==> config.mk <==
export PLATFORM = sky130hd
export DESIGN_NAME = async_timer
export DESIGN_NICKNAME = d
export VERILOG_FILES = /design/src/design/async_timer_pkg.sv /design/src/design/async_timer.sv /design/src/design/level_sync.sv /design/src/design/update_path.sv
export VERILOG_INCLUDE_DIRS = /design/src /design/src/design
export SDC_FILE = /design/constraint.sdc
export NUM_CORES = 1
export LEC_CHECK = 0
export BUFFER_PORTS_ARGS = -buffer_cell sky130_fd_sc_hd__clkbuf_2
export CORE_ASPECT_RATIO = 1.5
export CORE_UTILIZATION = 47
export DETAILED_ROUTE_END_ITERATION = 12
export PLACE_DENSITY = 0.7
export SYNTH_ARGS = -nofsm -noshare
export SYNTH_HDL_FRONTEND = slang
export SYNTH_SLANG_ARGS = --single-unit
==> constraint.sdc <==
create_clock -name hclk -period 2.6 [get_ports hclk]
set_clock_uncertainty 0.2 [all_clocks]
set_input_delay 0.39 -clock hclk [delete_from_list [all_inputs] [get_ports hclk]]
set_output_delay 0.39 -clock hclk [all_outputs]
set_load 0.05 [all_outputs]
==> src/design/async_timer_map.svh <==
// Purpose: offsets, field positions, reset values and timing counts of the async timer
// Assumes: 32-bit AHB-Lite word per register
// Notes: definitions only
`ifndef ASYNC_TIMER_MAP_SVH
`define ASYNC_TIMER_MAP_SVH
// ==========================================================
// register byte offsets
`define OFS_COUNTER_VALUE 8'h00
`define OFS_COMPARE_VALUE 8'h04
`define OFS_TIMER_CONTROL 8'h08
`define OFS_ASYNC_STATUS 8'h0C
`define OFS_IRQ_MASK 8'h10
`define OFS_IRQ_FLAGS 8'h14
`define OFS_CORE_CTRL 8'h18
// ==========================================================
// field positions
`define BIT_CONTROL_PENDING 0
`define BIT_COMPARE_PENDING 1
`define BIT_COUNT_PENDING 2
`define BIT_ASYNC_SELECT 3
`define BIT_OVERFLOW 0
`define BIT_COMPARE 1
`define BIT_CTRL_RUN 0
`define BIT_CTRL_PWM 1
`define BIT_CTRL_OUT_LO 4
`define BIT_CTRL_OUT_HI 5
`define BIT_CORE_IRQ_EN 0
// ==========================================================
// reset values and timing counts
`define RST_BYTE 8'h00
`define XFER_EDGES 2
`define FLAG_SYNC_CYCLES 3
`define WAKE_HALT_CYCLES 4
`endif

==> src/design/async_timer_pkg.sv <==
// Purpose: shared types of the async timer
// Assumes: nothing
// Notes: constants live in the map header
package async_timer_pkg;
    typedef enum logic [1:0] {WAKE_IDLE, WAKE_WAIT_TICK, WAKE_HALT, WAKE_REARM} wake_state_e;
    typedef logic [7:0] byte_t;
endpackage

==> src/design/async_timer.sv <==
// Purpose: clock crossing, update paths, flags and wake-up of an 8-bit asynchronous timer
// Assumes: hclk more than four times the slow oscillator; one AHB-Lite master
// Notes: the timer logic runs on hclk, advanced every cycle in sync mode or by a tick enable from the oscillator in async mode
//
// The AHB-Lite slave port and the register offsets were chosen for this implementation.
`timescale 1ns/1ns
`include "async_timer_map.svh"
module async_timer
    import async_timer_pkg::*;
(
    input wire logic hclk,
    input wire logic hresetn,
    input wire logic hsel,
    input wire logic [31:0] haddr,
    input wire logic [1:0] htrans,
    input wire logic hwrite,
    input wire logic [2:0] hsize,
    input wire logic hready,
    input wire logic [31:0] hwdata,
    output logic [31:0] hrdata,
    output logic hreadyout,
    output logic hresp,
    input wire logic slow_osc_in,
    input wire logic cpu_sleeping,
    input wire logic compare_vector_ack,
    input wire logic overflow_vector_ack,
    output logic compare_irq_req,
    output logic overflow_irq_req,
    output logic wake_req,
    output logic cpu_halt,
    output logic compare_out
);
    // ==========================================================
    // declarations
    logic osc_sync;
    logic osc_prev_reg;
    logic osc_tick;
    logic timer_tick;
    logic async_clock_select_reg;
    logic global_irq_enable_reg;
    byte_t timer_irq_mask_reg;
    logic compare_match_flag_reg;
    logic overflow_flag_reg;
    byte_t counter_reg;
    byte_t count_copy_reg;
    logic count_down_reg;
    logic [`FLAG_SYNC_CYCLES-1:0] cmp_pipe_reg;
    logic [`FLAG_SYNC_CYCLES-1:0] ovf_pipe_reg;
    logic cmp_event;
    logic ovf_event;
    logic cmp_set;
    logic ovf_set;
    logic [7:0] wr_addr_reg;
    logic wr_pend_reg;
    logic addr_ok;
    logic wr_count;
    logic wr_compare;
    logic wr_control;
    byte_t wdata_byte;
    byte_t count_temp;
    byte_t count_dest;
    byte_t compare_temp;
    byte_t compare_dest;
    byte_t control_temp;
    byte_t control_dest;
    logic count_pending;
    logic compare_pending;
    logic control_pending;
    logic count_done;
    wake_state_e wake_state_reg;
    logic [2:0] halt_cnt_reg;
    logic irq_cond;
    byte_t read_mux;

    // ==========================================================
    // oscillator pin crossing and edge enable
    level_sync #(
        .WIDTH(1)
    ) osc_sync_u (
        .hclk(hclk),
        .hresetn(hresetn),
        .async_in(slow_osc_in),
        .sync_out(osc_sync)
    );

    // edge detector reads the second stage only
    always_ff @(posedge hclk or negedge hresetn) begin
        if (!hresetn) begin
            osc_prev_reg <= 1'b0;
        end else begin
            osc_prev_reg <= osc_sync;
        end
    end

    assign osc_tick = osc_sync & ~osc_prev_reg;
    // timer clock source: hclk every cycle, or oscillator edges
    assign timer_tick = async_clock_select_reg ? osc_tick : 1'b1;

    // ==========================================================
    // AHB-Lite slave: zero wait, reads prepared in the address phase
    assign addr_ok = hsel & hready & htrans[1];
    assign wdata_byte = hwdata[7:0];
    assign wr_count = wr_pend_reg && (wr_addr_reg == `OFS_COUNTER_VALUE);
    assign wr_compare = wr_pend_reg && (wr_addr_reg == `OFS_COMPARE_VALUE);
    assign wr_control = wr_pend_reg && (wr_addr_reg == `OFS_TIMER_CONTROL);

    // read selection; unmapped offsets read zero
    always_comb begin
        read_mux = `RST_BYTE;
        unique case (haddr[7:0])
            `OFS_COUNTER_VALUE: read_mux = count_copy_reg;
            `OFS_COMPARE_VALUE: read_mux = compare_temp;
            `OFS_TIMER_CONTROL: read_mux = control_temp;
            `OFS_ASYNC_STATUS: read_mux = {4'h0, async_clock_select_reg, count_pending,
                                           compare_pending, control_pending};
            `OFS_IRQ_MASK: read_mux = timer_irq_mask_reg;
            `OFS_IRQ_FLAGS: read_mux = {6'h00, compare_match_flag_reg, overflow_flag_reg};
            `OFS_CORE_CTRL: read_mux = {7'h00, global_irq_enable_reg};
            default: read_mux = `RST_BYTE;
        endcase
    end

    always_ff @(posedge hclk or negedge hresetn) begin
        if (!hresetn) begin
            hrdata <= 32'h00000000;
            hreadyout <= 1'b0;
            hresp <= 1'b0;
            wr_pend_reg <= 1'b0;
            wr_addr_reg <= 8'h00;
        end else begin
            hreadyout <= 1'b1;
            hresp <= 1'b0; // always OKAY
            wr_pend_reg <= addr_ok & hwrite;
            if (addr_ok) begin
                wr_addr_reg <= haddr[7:0];
            end
            if (addr_ok && !hwrite) begin
                hrdata <= {24'h000000, read_mux};
            end
        end
    end

    // plain control registers written in the data phase
    always_ff @(posedge hclk or negedge hresetn) begin
        if (!hresetn) begin
            async_clock_select_reg <= 1'b0;
            timer_irq_mask_reg <= `RST_BYTE;
            global_irq_enable_reg <= 1'b0;
        end else if (wr_pend_reg) begin
            if (wr_addr_reg == `OFS_ASYNC_STATUS) begin
                async_clock_select_reg <= wdata_byte[`BIT_ASYNC_SELECT];
            end
            if (wr_addr_reg == `OFS_IRQ_MASK) begin
                timer_irq_mask_reg <= {6'h00, wdata_byte[`BIT_COMPARE], wdata_byte[`BIT_OVERFLOW]};
            end
            if (wr_addr_reg == `OFS_CORE_CTRL) begin
                global_irq_enable_reg <= wdata_byte[`BIT_CORE_IRQ_EN];
            end
        end
    end

    // ==========================================================
    // three independent temporary registers and transfers
    update_path #(
        .WIDTH(8)
    ) count_path_u (
        .hclk(hclk),
        .hresetn(hresetn),
        .async_mode(async_clock_select_reg),
        .osc_tick(osc_tick),
        .wr_stb(wr_count),
        .wr_data(wdata_byte),
        .temp_reg(count_temp),
        .dest_reg(count_dest),
        .pending_reg(count_pending),
        .done_reg(count_done)
    );

    update_path #(
        .WIDTH(8)
    ) compare_path_u (
        .hclk(hclk),
        .hresetn(hresetn),
        .async_mode(async_clock_select_reg),
        .osc_tick(osc_tick),
        .wr_stb(wr_compare),
        .wr_data(wdata_byte),
        .temp_reg(compare_temp),
        .dest_reg(compare_dest),
        .pending_reg(compare_pending),
        .done_reg()
    );

    update_path #(
        .WIDTH(8)
    ) control_path_u (
        .hclk(hclk),
        .hresetn(hresetn),
        .async_mode(async_clock_select_reg),
        .osc_tick(osc_tick),
        .wr_stb(wr_control),
        .wr_data(wdata_byte),
        .temp_reg(control_temp),
        .dest_reg(control_dest),
        .pending_reg(control_pending),
        .done_reg()
    );

    // ==========================================================
    // counter; loads from the count path win over counting
    assign cmp_event = timer_tick && control_dest[`BIT_CTRL_RUN] && (counter_reg == compare_dest)
                       && !compare_pending && !count_pending && !count_done;
    assign ovf_event = timer_tick && control_dest[`BIT_CTRL_RUN] && !count_done &&
                       (control_dest[`BIT_CTRL_PWM] ? (count_down_reg && counter_reg == 8'h01)
                                                    : (counter_reg == 8'hFF));

    always_ff @(posedge hclk or negedge hresetn) begin
        if (!hresetn) begin
            counter_reg <= `RST_BYTE;
            count_down_reg <= 1'b0;
        end else if (count_done) begin
            counter_reg <= count_dest;
        end else if (timer_tick && control_dest[`BIT_CTRL_RUN]) begin
            if (!control_dest[`BIT_CTRL_PWM]) begin
                counter_reg <= counter_reg + 8'h01;
                count_down_reg <= 1'b0;
            end else if (count_down_reg) begin
                counter_reg <= counter_reg - 8'h01;
                count_down_reg <= (counter_reg != 8'h01);
            end else begin
                counter_reg <= counter_reg + 8'h01;
                count_down_reg <= (counter_reg == 8'hFE);
            end
        end
    end

    // readable copy follows oscillator edges only in async mode
    always_ff @(posedge hclk or negedge hresetn) begin
        if (!hresetn) begin
            count_copy_reg <= `RST_BYTE;
        end else if (count_done) begin
            // the load lands a cycle after its edge; show it at once, not one period late
            count_copy_reg <= count_dest;
        end else if (!async_clock_select_reg || osc_tick) begin
            count_copy_reg <= counter_reg;
        end
    end

    // compare output pin moves on the timer tick, no extra crossing
    always_ff @(posedge hclk or negedge hresetn) begin
        if (!hresetn) begin
            compare_out <= 1'b0;
        end else if (cmp_event) begin
            unique case (control_dest[`BIT_CTRL_OUT_HI:`BIT_CTRL_OUT_LO])
                2'h1: compare_out <= ~compare_out;
                2'h2: compare_out <= count_down_reg;
                2'h3: compare_out <= ~count_down_reg;
                2'h0: compare_out <= compare_out;
            endcase
        end
    end

    // ==========================================================
    // flag synchronization pipeline: three hclk cycles in async mode
    always_ff @(posedge hclk or negedge hresetn) begin
        if (!hresetn) begin
            cmp_pipe_reg <= '0;
            ovf_pipe_reg <= '0;
        end else begin
            cmp_pipe_reg <= {cmp_pipe_reg[`FLAG_SYNC_CYCLES-2:0], cmp_event & async_clock_select_reg};
            ovf_pipe_reg <= {ovf_pipe_reg[`FLAG_SYNC_CYCLES-2:0], ovf_event & async_clock_select_reg};
        end
    end

    assign cmp_set = async_clock_select_reg ? cmp_pipe_reg[`FLAG_SYNC_CYCLES-1]
                                            : cmp_event;
    assign ovf_set = async_clock_select_reg ? ovf_pipe_reg[`FLAG_SYNC_CYCLES-1]
                                            : ovf_event;

    // sticky flags; a set in the clearing cycle wins
    always_ff @(posedge hclk or negedge hresetn) begin
        if (!hresetn) begin
            compare_match_flag_reg <= 1'b0;
            overflow_flag_reg <= 1'b0;
        end else begin
            if (cmp_set) begin
                compare_match_flag_reg <= 1'b1;
            end else if (compare_vector_ack || (wr_pend_reg && wr_addr_reg == `OFS_IRQ_FLAGS
                                                && wdata_byte[`BIT_COMPARE])) begin
                compare_match_flag_reg <= 1'b0;
            end
            if (ovf_set) begin
                overflow_flag_reg <= 1'b1;
            end else if (overflow_vector_ack || (wr_pend_reg && wr_addr_reg == `OFS_IRQ_FLAGS
                                                 && wdata_byte[`BIT_OVERFLOW])) begin
                overflow_flag_reg <= 1'b0;
            end
        end
    end

    // interrupt requests to the core
    always_ff @(posedge hclk or negedge hresetn) begin
        if (!hresetn) begin
            compare_irq_req <= 1'b0;
            overflow_irq_req <= 1'b0;
        end else begin
            compare_irq_req <= compare_match_flag_reg & timer_irq_mask_reg[`BIT_COMPARE]
                               & global_irq_enable_reg;
            overflow_irq_req <= overflow_flag_reg & timer_irq_mask_reg[`BIT_OVERFLOW]
                                & global_irq_enable_reg;
        end
    end

    // ==========================================================
    // wake-up sequencing while the core sleeps
    assign irq_cond = global_irq_enable_reg &&
                      ((compare_match_flag_reg && timer_irq_mask_reg[`BIT_COMPARE]) ||
                       (overflow_flag_reg && timer_irq_mask_reg[`BIT_OVERFLOW]));

    always_ff @(posedge hclk or negedge hresetn) begin
        if (!hresetn) begin
            wake_state_reg <= WAKE_IDLE;
            wake_req <= 1'b0;
            cpu_halt <= 1'b0;
            halt_cnt_reg <= 3'h0;
        end else begin
            wake_req <= 1'b0;
            unique case (wake_state_reg)
                WAKE_IDLE: begin
                    if (cpu_sleeping && irq_cond) begin
                        wake_state_reg <= WAKE_WAIT_TICK;
                    end
                end
                WAKE_WAIT_TICK: begin
                    // wake starts on the next timer clock, so the count has advanced
                    if (timer_tick) begin
                        wake_req <= 1'b1;
                        cpu_halt <= 1'b1;
                        halt_cnt_reg <= 3'(`WAKE_HALT_CYCLES - 1);
                        wake_state_reg <= WAKE_HALT;
                    end
                end
                WAKE_HALT: begin
                    if (halt_cnt_reg == 3'h0) begin
                        cpu_halt <= 1'b0;
                        wake_state_reg <= WAKE_REARM;
                    end else begin
                        halt_cnt_reg <= halt_cnt_reg - 3'h1;
                    end
                end
                WAKE_REARM: begin
                    // a wake re-armed too early would be missed
                    if (timer_tick) begin
                        wake_state_reg <= WAKE_IDLE;
                    end
                end
            endcase
        end
    end
endmodule

==> src/design/level_sync.sv <==
// Purpose: two flip-flop synchroniser for levels from outside the clock domain
// Assumes: input is a slow level
// Notes: first stage read only by the second
`timescale 1ns/1ns
module level_sync #(
    parameter int WIDTH = 1
) (
    input wire logic hclk,
    input wire logic hresetn,
    input wire logic [WIDTH-1:0] async_in,
    output logic [WIDTH-1:0] sync_out
);
    logic [WIDTH-1:0] stage_reg;

    initial begin
        if (WIDTH < 1) $error("level_sync: WIDTH must be at least 1");
    end

    // ==========================================================
    // two stages
    always_ff @(posedge hclk or negedge hresetn) begin
        if (!hresetn) begin
            stage_reg <= '0;
            sync_out <= '0;
        end else begin
            stage_reg <= async_in;
            sync_out <= stage_reg;
        end
    end
endmodule

==> src/design/update_path.sv <==
// Purpose: temporary register and transfer into the timer domain for one register
// Assumes: osc_tick is a one-cycle pulse per rising slow oscillator edge
// Notes: synchronous mode transfers on the next cycle with no busy flag
`timescale 1ns/1ns
`include "async_timer_map.svh"
module update_path #(
    parameter int WIDTH = 8
) (
    input wire logic hclk,
    input wire logic hresetn,
    input wire logic async_mode,
    input wire logic osc_tick,
    input wire logic wr_stb,
    input wire logic [WIDTH-1:0] wr_data,
    output logic [WIDTH-1:0] temp_reg,
    output logic [WIDTH-1:0] dest_reg,
    output logic pending_reg,
    output logic done_reg
);
    logic [1:0] edge_cnt_reg;
    logic sync_load_reg;

    initial begin
        if (WIDTH < 1) $error("update_path: WIDTH must be at least 1");
    end

    // ==========================================================
    // capture into the temporary register, count edges, then latch
    always_ff @(posedge hclk or negedge hresetn) begin
        if (!hresetn) begin
            temp_reg <= '0;
            dest_reg <= '0;
            pending_reg <= 1'b0;
            done_reg <= 1'b0;
            edge_cnt_reg <= 2'h0;
            sync_load_reg <= 1'b0;
        end else begin
            done_reg <= 1'b0;
            sync_load_reg <= 1'b0;
            if (wr_stb) begin
                temp_reg <= wr_data;
                edge_cnt_reg <= 2'h0;
                pending_reg <= async_mode;
                sync_load_reg <= ~async_mode;
            end else if (pending_reg && osc_tick) begin
                // a write here restarts only this path, never a sibling
                if (edge_cnt_reg == 2'(`XFER_EDGES - 1)) begin
                    dest_reg <= temp_reg;
                    pending_reg <= 1'b0;
                    done_reg <= 1'b1;
                end else begin
                    edge_cnt_reg <= edge_cnt_reg + 2'h1;
                end
            end else if (sync_load_reg) begin
                dest_reg <= temp_reg;
                done_reg <= 1'b1;
            end
        end
    end
endmodule

==> Yosys cells after proc, flatten, opt, wreduce, memory -nomap -nowiden <==
Index checks and enable logic that the tools add are counted.
{ "word_totals": {"register_bits": 119, "latch_bits": 0, "ram_bits": 0, "rom_bits": 0, "input_bits": 78, "output_inout_bits": 39, "mem_count": 0} }
{ "classes": {"addsub": 6, "mul": 0, "div": 0, "n_lt_le_gt_ge": 0, "eq_ne": 37, "shifts": 0, "n_mux": 65, "n_bitwise": 19, "n_reduce_logical": 67} }
{ "ops": {"columns": ["op", "n"], "rows": [
  ["8-bit 2-to-1 mux", 12],
  ["8-bit one-hot mux with 7 select lines", 1],
  ["8-bit by 5-bit equality test with 1-bit output (second input constant)", 6],
  ["8-bit by 4-bit equality test with 1-bit output (second input constant)", 4],
  ["1-bit 2-to-1 mux", 30],
  ["2-bit nonzero test", 14],
  ["2-bit 2-to-1 mux", 13],
  ["1-bit logical AND", 22],
  ["2-bit AND reduction", 11],
  ["6-bit 2-to-1 mux", 3],
  ["8-bit by 3-bit equality test with 1-bit output (second input constant)", 2],
  ["8-bit equality test (second input constant)", 2],
  ["8-bit zero test", 2],
  ["2-bit inequality test (second input constant)", 8],
  ["3-bit AND reduction", 5],
  ["1-bit AND", 10],
  ["2-bit by 1-bit equality test with 1-bit output (second input constant)", 5],
  ["1-bit inverter", 9],
  ["8-bit by 1-bit adder with 8-bit output (second input constant)", 1],
  ["2-bit equality test (second input constant)", 4],
  ["8-bit by 1-bit equality test with 1-bit output (second input constant)", 1],
  ["8-bit equality test", 1],
  ["8-bit by 1-bit inequality test with 1-bit output (second input constant)", 1],
  ["2-bit one-hot mux with 4 select lines", 1],
  ["other kinds (13)", 26]
]} }

==> Longest topological paths before layout <==
Gate-level depths: netlist (run 1).
{ "logic_depth": {"word_depth": 10, "mapped_depth": 7, "mapped_depth_nobuf": 7} }

==> By module <==
Synthesis (run 1) repeated with hierarchy kept, for this count alone.
{ "unflattened": {"cells_unflattened": 523, "area_unflattened_um2": 5995.8} }
{ "by_module_without_submodules": {"columns": ["mod", "n_inst", "cells_per_inst", "area_each_um2"], "rows": [
  ["async_timer", 1, 350, 3419.5],
  ["update_path", 3, 57, 842.1],
  ["level_sync", 1, 2, 50.0]
]} }

==> Worst setup path after synthesis (run 1) <==
OpenSTA, ideal clock, no wires.
{ "synth_path": {"kind": "reg2reg", "startpoint": "reg wr_addr_reg[1]", "endpoint": "reg compare_path_u.temp_reg[2]", "setup_time_ns": 0.125, "arrival_ns": 1.790, "path_slack_ns": 0.485, "stages_incl_launch_ff": 6, "n_path_buf": 1, "path_cell_list": "dfrtp_1 > nor4_2 > nor3b_4 > nor3b_4 > buf_6 > mux2_2"} }
{ "synth_via": {"elab_chain_len": 2} }
{ "synth_rtl": {"columns": ["item", "line_no", "source"], "rows": [
  ["start, declared", "async_timer.sv:53", "logic [7:0] wr_addr_reg;"],
  ["start signal, assigned", "async_timer.sv:135", "wr_addr_reg <= haddr[7:0];"],
  ["8-bit by 3-bit equality test with 1-bit output (no line)", null, null],
  ["1-bit logical AND", "async_timer.sv:104", "assign wr_compare = wr_pend_reg && (wr_addr_reg == `OFS_COMPARE_VALUE);"],
  ["end signal, assigned", "update_path.sv:41", "temp_reg <= wr_data;"],
  ["end, declared", "update_path.sv:15", "output logic [WIDTH-1:0] temp_reg,"]
]} }
Every way passes these cells.
A chain may end at the register's enable or synchronous reset.

==> Worst setup path after layout (run 1) <==
{ "layout_path": {"startpoint": "reg wr_addr_reg[1]", "endpoint": "reg compare_path_u.temp_reg[7]"} }
The elaborated chain is that of the path after synthesis.

==> reports/results.txt, run 1 <==
Placed insts: 707
# nets final: 668
Setup CP Type: register to register
Synth Cell Area: 0.005753 mm²
Core ar.: 0.01196 mm²
RePlAce Congestion: 0.8700
Post-synth top flop: dfrtp_1
Global route overflow: 0
Area Overhead vs Synth: 17.42%
Clock Sinks: 117
Type of origin of the critical path: register
Relative slew slack: 54.41%
Synthesized flop and latch total: 117
Setup violations, final: 0
Worst reg2reg startpoint: wr_addr_reg[1]
Total wire length: 12560 µm
All-layer global routing usage: 21.70%
Vias in the first global route: 4093
Htree depth: 4
CP startpoint: wr_addr_reg[1]
Synth top area share: 50.89%
Maximum VDD drop: 0.0005223 V
Root Buffer: clkbuf_16
Std-Cell Rows: 49
Die Y: 137.5 µm
Routed len/inst: 16.92 µm
Minimum hold slack: 0.008478 ns
Port buffer count: 39
Antenna viol nets, final: 0
RSZ-0062 raised after global routing: false
Pin count of the biggest net entering global routing: 51
First-pass DRT Iterations: 6
Hold path startpoint: hwdata[7]
Yosys warnings: 0
Multi-input gate area: 0.002562 mm²
CTS tree: built
Clk_lat worst skew: 0.41 ns
Synthesized instance count: 520
Initial antenna violation count: 0
Reg area: 0.002928 mm²
Top-count cell post-synth: dfrtp_1
Asr flop ratio synth: 100.0%
Ant diodes: 0
Period Utilization, post-route: 92.99%
Share of post-route cells with drive strength above 1: 27.50%
Via count: 4047
Filler instances: 993
CTS clk-pin slew, worst paths: 0.05 ns
Post-synth EDFFs: 0
CP Capture Type: register
WP data required: 2.69 ns
Worst Path Arrival: 2.51 ns
Status: complete, no violations
Starting DRT DRC Count: 248
Non-Filler Instances: 742
Num ports: 117
Die footprint: 0.01270 mm²
Post-DP HPWL: 8846 µm
Actual slew at the worst max-slew pin: 0.6839 ns
Final slew viol count: 0
Worst Hold Class: input port to register
Synth top area cells: dfrtp_1 (51%), mux2_2 (10%), nand2_1 (4.0%)
Die W: 92.34 µm
Max cap viols: 0
CTS max path bufs: 2
P per Cell Area: 825.3 mW/mm²
Syn avg cell area: 11.06 µm²
Vias/cell: 5.454
# DRC: 0
TNS Setup: 0 ns
Synth cell types: 58
Synth cell count leaders: dfrtp_1 (117), nand2_1 (61), mux2_2 (53), nor2_1 (38), buf_4 (26)
Post-route minimum period: 2.418 ns
Fin. Hold Viols: 0
Leak: 0.003343 µW
CTS Buf Count: 17
Crit path max fanout: 7
Sequential share of the synthesized area: 50.89%
First-pass GRT wire length: 20690 µm
Largest area contributor in the netlist: dfrtp_1
Starting Density: 48.12%
Fmax: 0.4136 GHz
repair_timing:
action | in CTS | in global routing
setup buffers | 0 | 0
endpoints found under the setup margin | 0 | 0
resized for setup | 0 | 0
endpoints found under the hold margin | 50 | 0
hold buffers | 3 | 0
worst paths after layout:
check,endpoint,slack [ns],depth (start not counted)
worst max-delay path,compare_path_u.temp_reg[7],0.18,5
worst min-delay path,control_path_u.temp_reg[7],0.008,3
worst max register to register,compare_path_u.temp_reg[7],0.18,5
worst min register to register,ovf_pipe_reg[2],0.15,0
max in group asynchronous,wr_addr_reg[3],1.18,3
min in group asynchronous,compare_out,0.36,2
area by class of cell:
| cell class | instances | share of cell area [%] |
|---|---|---|
| inverter | 19 | 1.056 |
| clock inverter | 8 | 1.778 |
| timing repair buffer | 59 | 5.631 |
| multi-input combinational | 362 | 37.93 |
| sequential | 117 | 43.34 |
| tap | 153 | 2.834 |
| clock buffer | 24 | 7.427 |
stage by stage:
| stage | total power (µW) | area (µm²) | utilization [%] | setup slack [ns] |
|---|---|---|---|---|
| after floorplan | 2928 | 5843 | - | 0.4847 |
| after global placement | 3112 | 6103 | 51.05 | 0.2680 |
| after detailed placement | 3177 | 6103 | 51.05 | 0.1782 |
| after CTS | 5619 | 6755 | 56.50 | 0.1635 |
| after global routing | 5834 | 6755 | 56.50 | 0.06183 |
| final | 5575 | 6755 | 56.50 | 0.1824 |
critical path: stages (launching register included):
cell and delay [ns]:
dfrtp_1 0.38, nor4_2 0.39, nor3b_4 0.34, nor3b_4 0.39, buf_4 0.25, mux2_2 0.35
per-layer routing:
metal	vias up	track usage [%]	wire, µm
met5	-	0	0
met4	0	10.59	424
met3	25	5.188	433
met2	115	37.94	6659
met1	2047	24.76	5038
li1	1860	-	-
placed cells by master (no fill, tap or decap), types with 4 or more instances in the layout:
master and n:
a211oi_1 4, inv_1 19, xor2_1 12, mux2_4 8, o21ai_0 25, conb_1 26, clkbuf_8 5, clkbuf_16 17
and2_1 5, nor4_1 4, nand3_1 15, nor2_1 38, mux2_2 53, clkbuf_2 38, nand2_1 61, a22o_1 9
and3_1 4, nand2b_1 5, buf_4 16, nor2b_1 5, a21oi_1 9, mux2i_1 8, dfrtp_1 117, ha_1 14
nor3_1 7, xnor2_1 7
kinds of logic (layout without fill, tap and decap cells):
logic type / after synthesis / after routing / share of synthesized area [%]
AOI/OAI and AO/OA: 67 / 67 / 7.830
and+or+nand+nor: 164 / 164 / 14.05
buffers and inverters: 65 / 110 / 6.133
other: 2 / 26 / 0.1305
xor gates and xnor gates: 19 / 19 / 2.893
DFF: 117 / 117 / 50.89
adders and majority gates: 14 / 14 / 3.045
muxes: 72 / 72 / 15.03
power by group:
part           switching [µW]  leakage (µW)  total, µW  internal (µW)
Sequential                184       0.00152       2220           2030
Combinational             541       0.00152        931            390
Clock                     799      0.000302       2430           1630
Total                    1520       0.00334       5580           4050
Power figures use the tool's default switching activity.
==> run 2, diff against run 1 <==
- ABC_AREA: not set -> 1
- CTS_CLUSTER_SIZE: not set -> 12
==> reports/results.txt, run 2 <==
Most frequent cells in the layout: nand2_1 (236), dfrtp_1 (117), inv_1 (96)
Area Overhead vs Synth: 15.27%
Synth Area in Compound Gates: 10.48%
Leak: 0.003784 µW
Std-Cell Rows: 50
Die Y: 141.3 µm
Setup CP Type: register to register
Vias/cell: 4.974
CTS Buf Count: 17
Max cap viols: 0
Fmax: 0.5027 GHz
CP Capture Type: register
Sequential Power Share: 39.3%
Setup violations, final: 0
Global route overflow: 0
Clk_lat worst skew: 0.41 ns
Routed len/inst: 14.17 µm
Final core occ: 55.72%
Post-synth EDFFs: 0
Htree depth: 4
Relative slew slack: 62.32%
CP delay by family, top: simple AND/OR/NAND/NOR gates
Asr flop ratio synth: 100.0%
Post-CTS setup buffers: 0
Sequential share of the synthesized area: 48.17%
Total wire length: 13830 µm
RSZ-0062 raised after global routing: false
First-pass GRT wire length: 22960 µm
Actual slew at the worst max-slew pin: 0.5632 ns
CTS tree: built
Synthesized instance count: 748
Synth Area in Adders: 2.882%
Initial antenna violation count: 0
Pint: 4415 µW
Port buffer count: 39
Combinational share of power: 24.5%
Type of origin of the critical path: register
Post-DP HPWL: 10090 µm
Worst Path Buf+Inv: 0
Die footprint: 0.01340 mm²
Worst-path cell chain: nor2_2 -> nand2_1 -> nor2_2 -> nand2_2 -> o211ai_4 -> nor2_1 -> a21oi_2
Multiplexer share of the synthesized area: 0.1853%
Most common cell after layout, fill and taps aside: nand2_1
Post-route minimum period: 1.989 ns
Synth top area share: 48.17%
CTS clk-pin slew, worst paths: 0.06 ns
Slowest-stage cell, CP: dfrtp_1
Synth cell types: 42
Clk network pwr share: 36.2%
Post-synth top flop: dfrtp_1
Synth top area cells: dfrtp_1 (48%), nand2_1 (15%), inv_1 (5.9%)
Sw Share: 34.07%
Pin count of the biggest net entering global routing: 48
Minimum hold slack: 0.03103 ns
Yosys warnings: 0
Final slew viol count: 0
CTS max path bufs: 2
Top-count cell post-synth: nand2_1
Share of post-route cells with drive strength above 1: 15.61%
Critical path's most frequent cell: nor2_2
Simple-Gate Fraction of Synth Area: 26.55%
Num ports: 117
First-pass DRT Iterations: 5
Synth cell count leaders: nand2_1 (236), dfrtp_1 (117), inv_1 (96), nand3_1 (53), nor2_1 (51)
Die W: 94.86 µm
Fin area: 0.007007 mm²
Fin. Hold Viols: 0
Area after DPL: 0.006357 mm²
Core ar.: 0.01257 mm²
Maximum VDD drop: 0.0005122 V
Worst Hold Class: input port to register
Ant diodes: 0
Vias in the first global route: 4729
Switch Pwr: 2281 µW
Synthesized flop and latch total: 117
Syn avg cell area: 8.126 µm²
Filler instances: 1129
Synth Cell Area: 0.006078 mm²
Starting DRT DRC Count: 299
TNS Setup: 0 ns
All-layer global routing usage: 22.49%
Starting Density: 48.34%
Via count: 4855
Period Utilization, post-route: 76.51%
Post-synthesis xor/xnor area fraction: 0.5764%
Largest family of logic cells by synthesized area: simple AND/OR/NAND/NOR gates
Crit path max fanout: 22
WP data required: 2.73 ns
RePlAce Congestion: 0.8767
Status: complete, no violations
Worst Path Arrival: 2.12 ns
Largest stage delay on the critical path: 0.38 ns
# DRC: 0
P per Cell Area: 955.6 mW/mm²
# nets final: 899
Root Buffer: clkbuf_16
Clock Sinks: 117
Largest area contributor in the netlist: dfrtp_1
Antenna viol nets, final: 0
[run 2: metal layers]
layer / GRT usage (%) / share of wire [%] / vias to the layer above
met3: 3.215 / 3.0 / 39
li1: - / - / 2437
met1: 26.59 / 41 / 2245
met2: 39.08 / 52 / 134
met5: 0 / 0 / -
met4: 11.48 / 4.1 / 0
[run 2: through the flow]
step	total power [µW]	instances	setup WS (ns)
after global routing	7111	976	0.4645
after detailed placement	4259	941	0.6803
after floorplan	3842	772	0.9777
final	6696	976	0.6106
after CTS	6727	976	0.5912
after global placement	4216	941	0.6871
[run 2: power by group through the flow]
stage / registers [µW] / logic, µW / clock network (µW)
after detailed placement: 2650 / 1610 / 0
after floorplan: 2590 / 1250 / 0
after global placement: 2640 / 1580 / 0
final: 2630 / 1640 / 2420
after CTS: 2620 / 1640 / 2460
after global routing: 2690 / 1870 / 2550
[run 2: timing repair]
| action | 4_1_cts | 5_1_grt |
|---|---|---|
| hold endpoints to repair | 32 | 0 |
| hold buffers | 3 | 0 |
| resized for setup | 0 | 0 |
[run 2: final cells by class]
class	count	area (µm²)	area share, %
Clock inverter	12	152.6	2.179
Tap cell	156	195.2	2.786
Inverter	99	371.6	5.304
Multi-Input combinational cell	519	2570	36.68
Clock buffer	20	466.7	6.661
Sequential cell	117	2928	41.79
Timing Repair Buffer	53	322.8	4.607
[run 2: path summary, 6_finish.rpt]
path | endpoint | startpoint | slack (ns) | cells after the start
max in group asynchronous | compare_path_u.pending_reg | hresetn | 1.26 | 3
min in group asynchronous | compare_path_u.dest_reg[0] | hresetn | 0.30 | 2
worst max-delay path | control_path_u.dest_reg[4] | wr_addr_reg[1] | 0.61 | 7
worst min register to register | ovf_pipe_reg[1] | ovf_pipe_reg[0] | 0.15 | 0
worst min-delay path | wr_addr_reg[6] | haddr[6] | 0.03 | 2
worst max register to register | control_path_u.dest_reg[4] | wr_addr_reg[1] | 0.61 | 7
[run 2: cells by family after synthesis]
| family | count (synthesis) |
|---|---|
| other | 2 |
| adder cells (fa/ha/maj) | 14 |
| AND/OR/NAND/NOR | 375 |
| multiplexers | 1 |
| AO/OA/AOI/OAI | 99 |
| buffers and inverters | 136 |
| XOR/XNOR | 4 |
| flip-flops | 117 |
[run 2: worst register-to-register path, delay by kind of cell (launching register included)]
| kind | cells | cell delay [ns] |
|---|---|---|
| AOI/OAI and AO/OA | 2 | 0.42 |
| DFF | 1 | 0.38 |
| and+or+nand+nor | 5 | 0.91 |
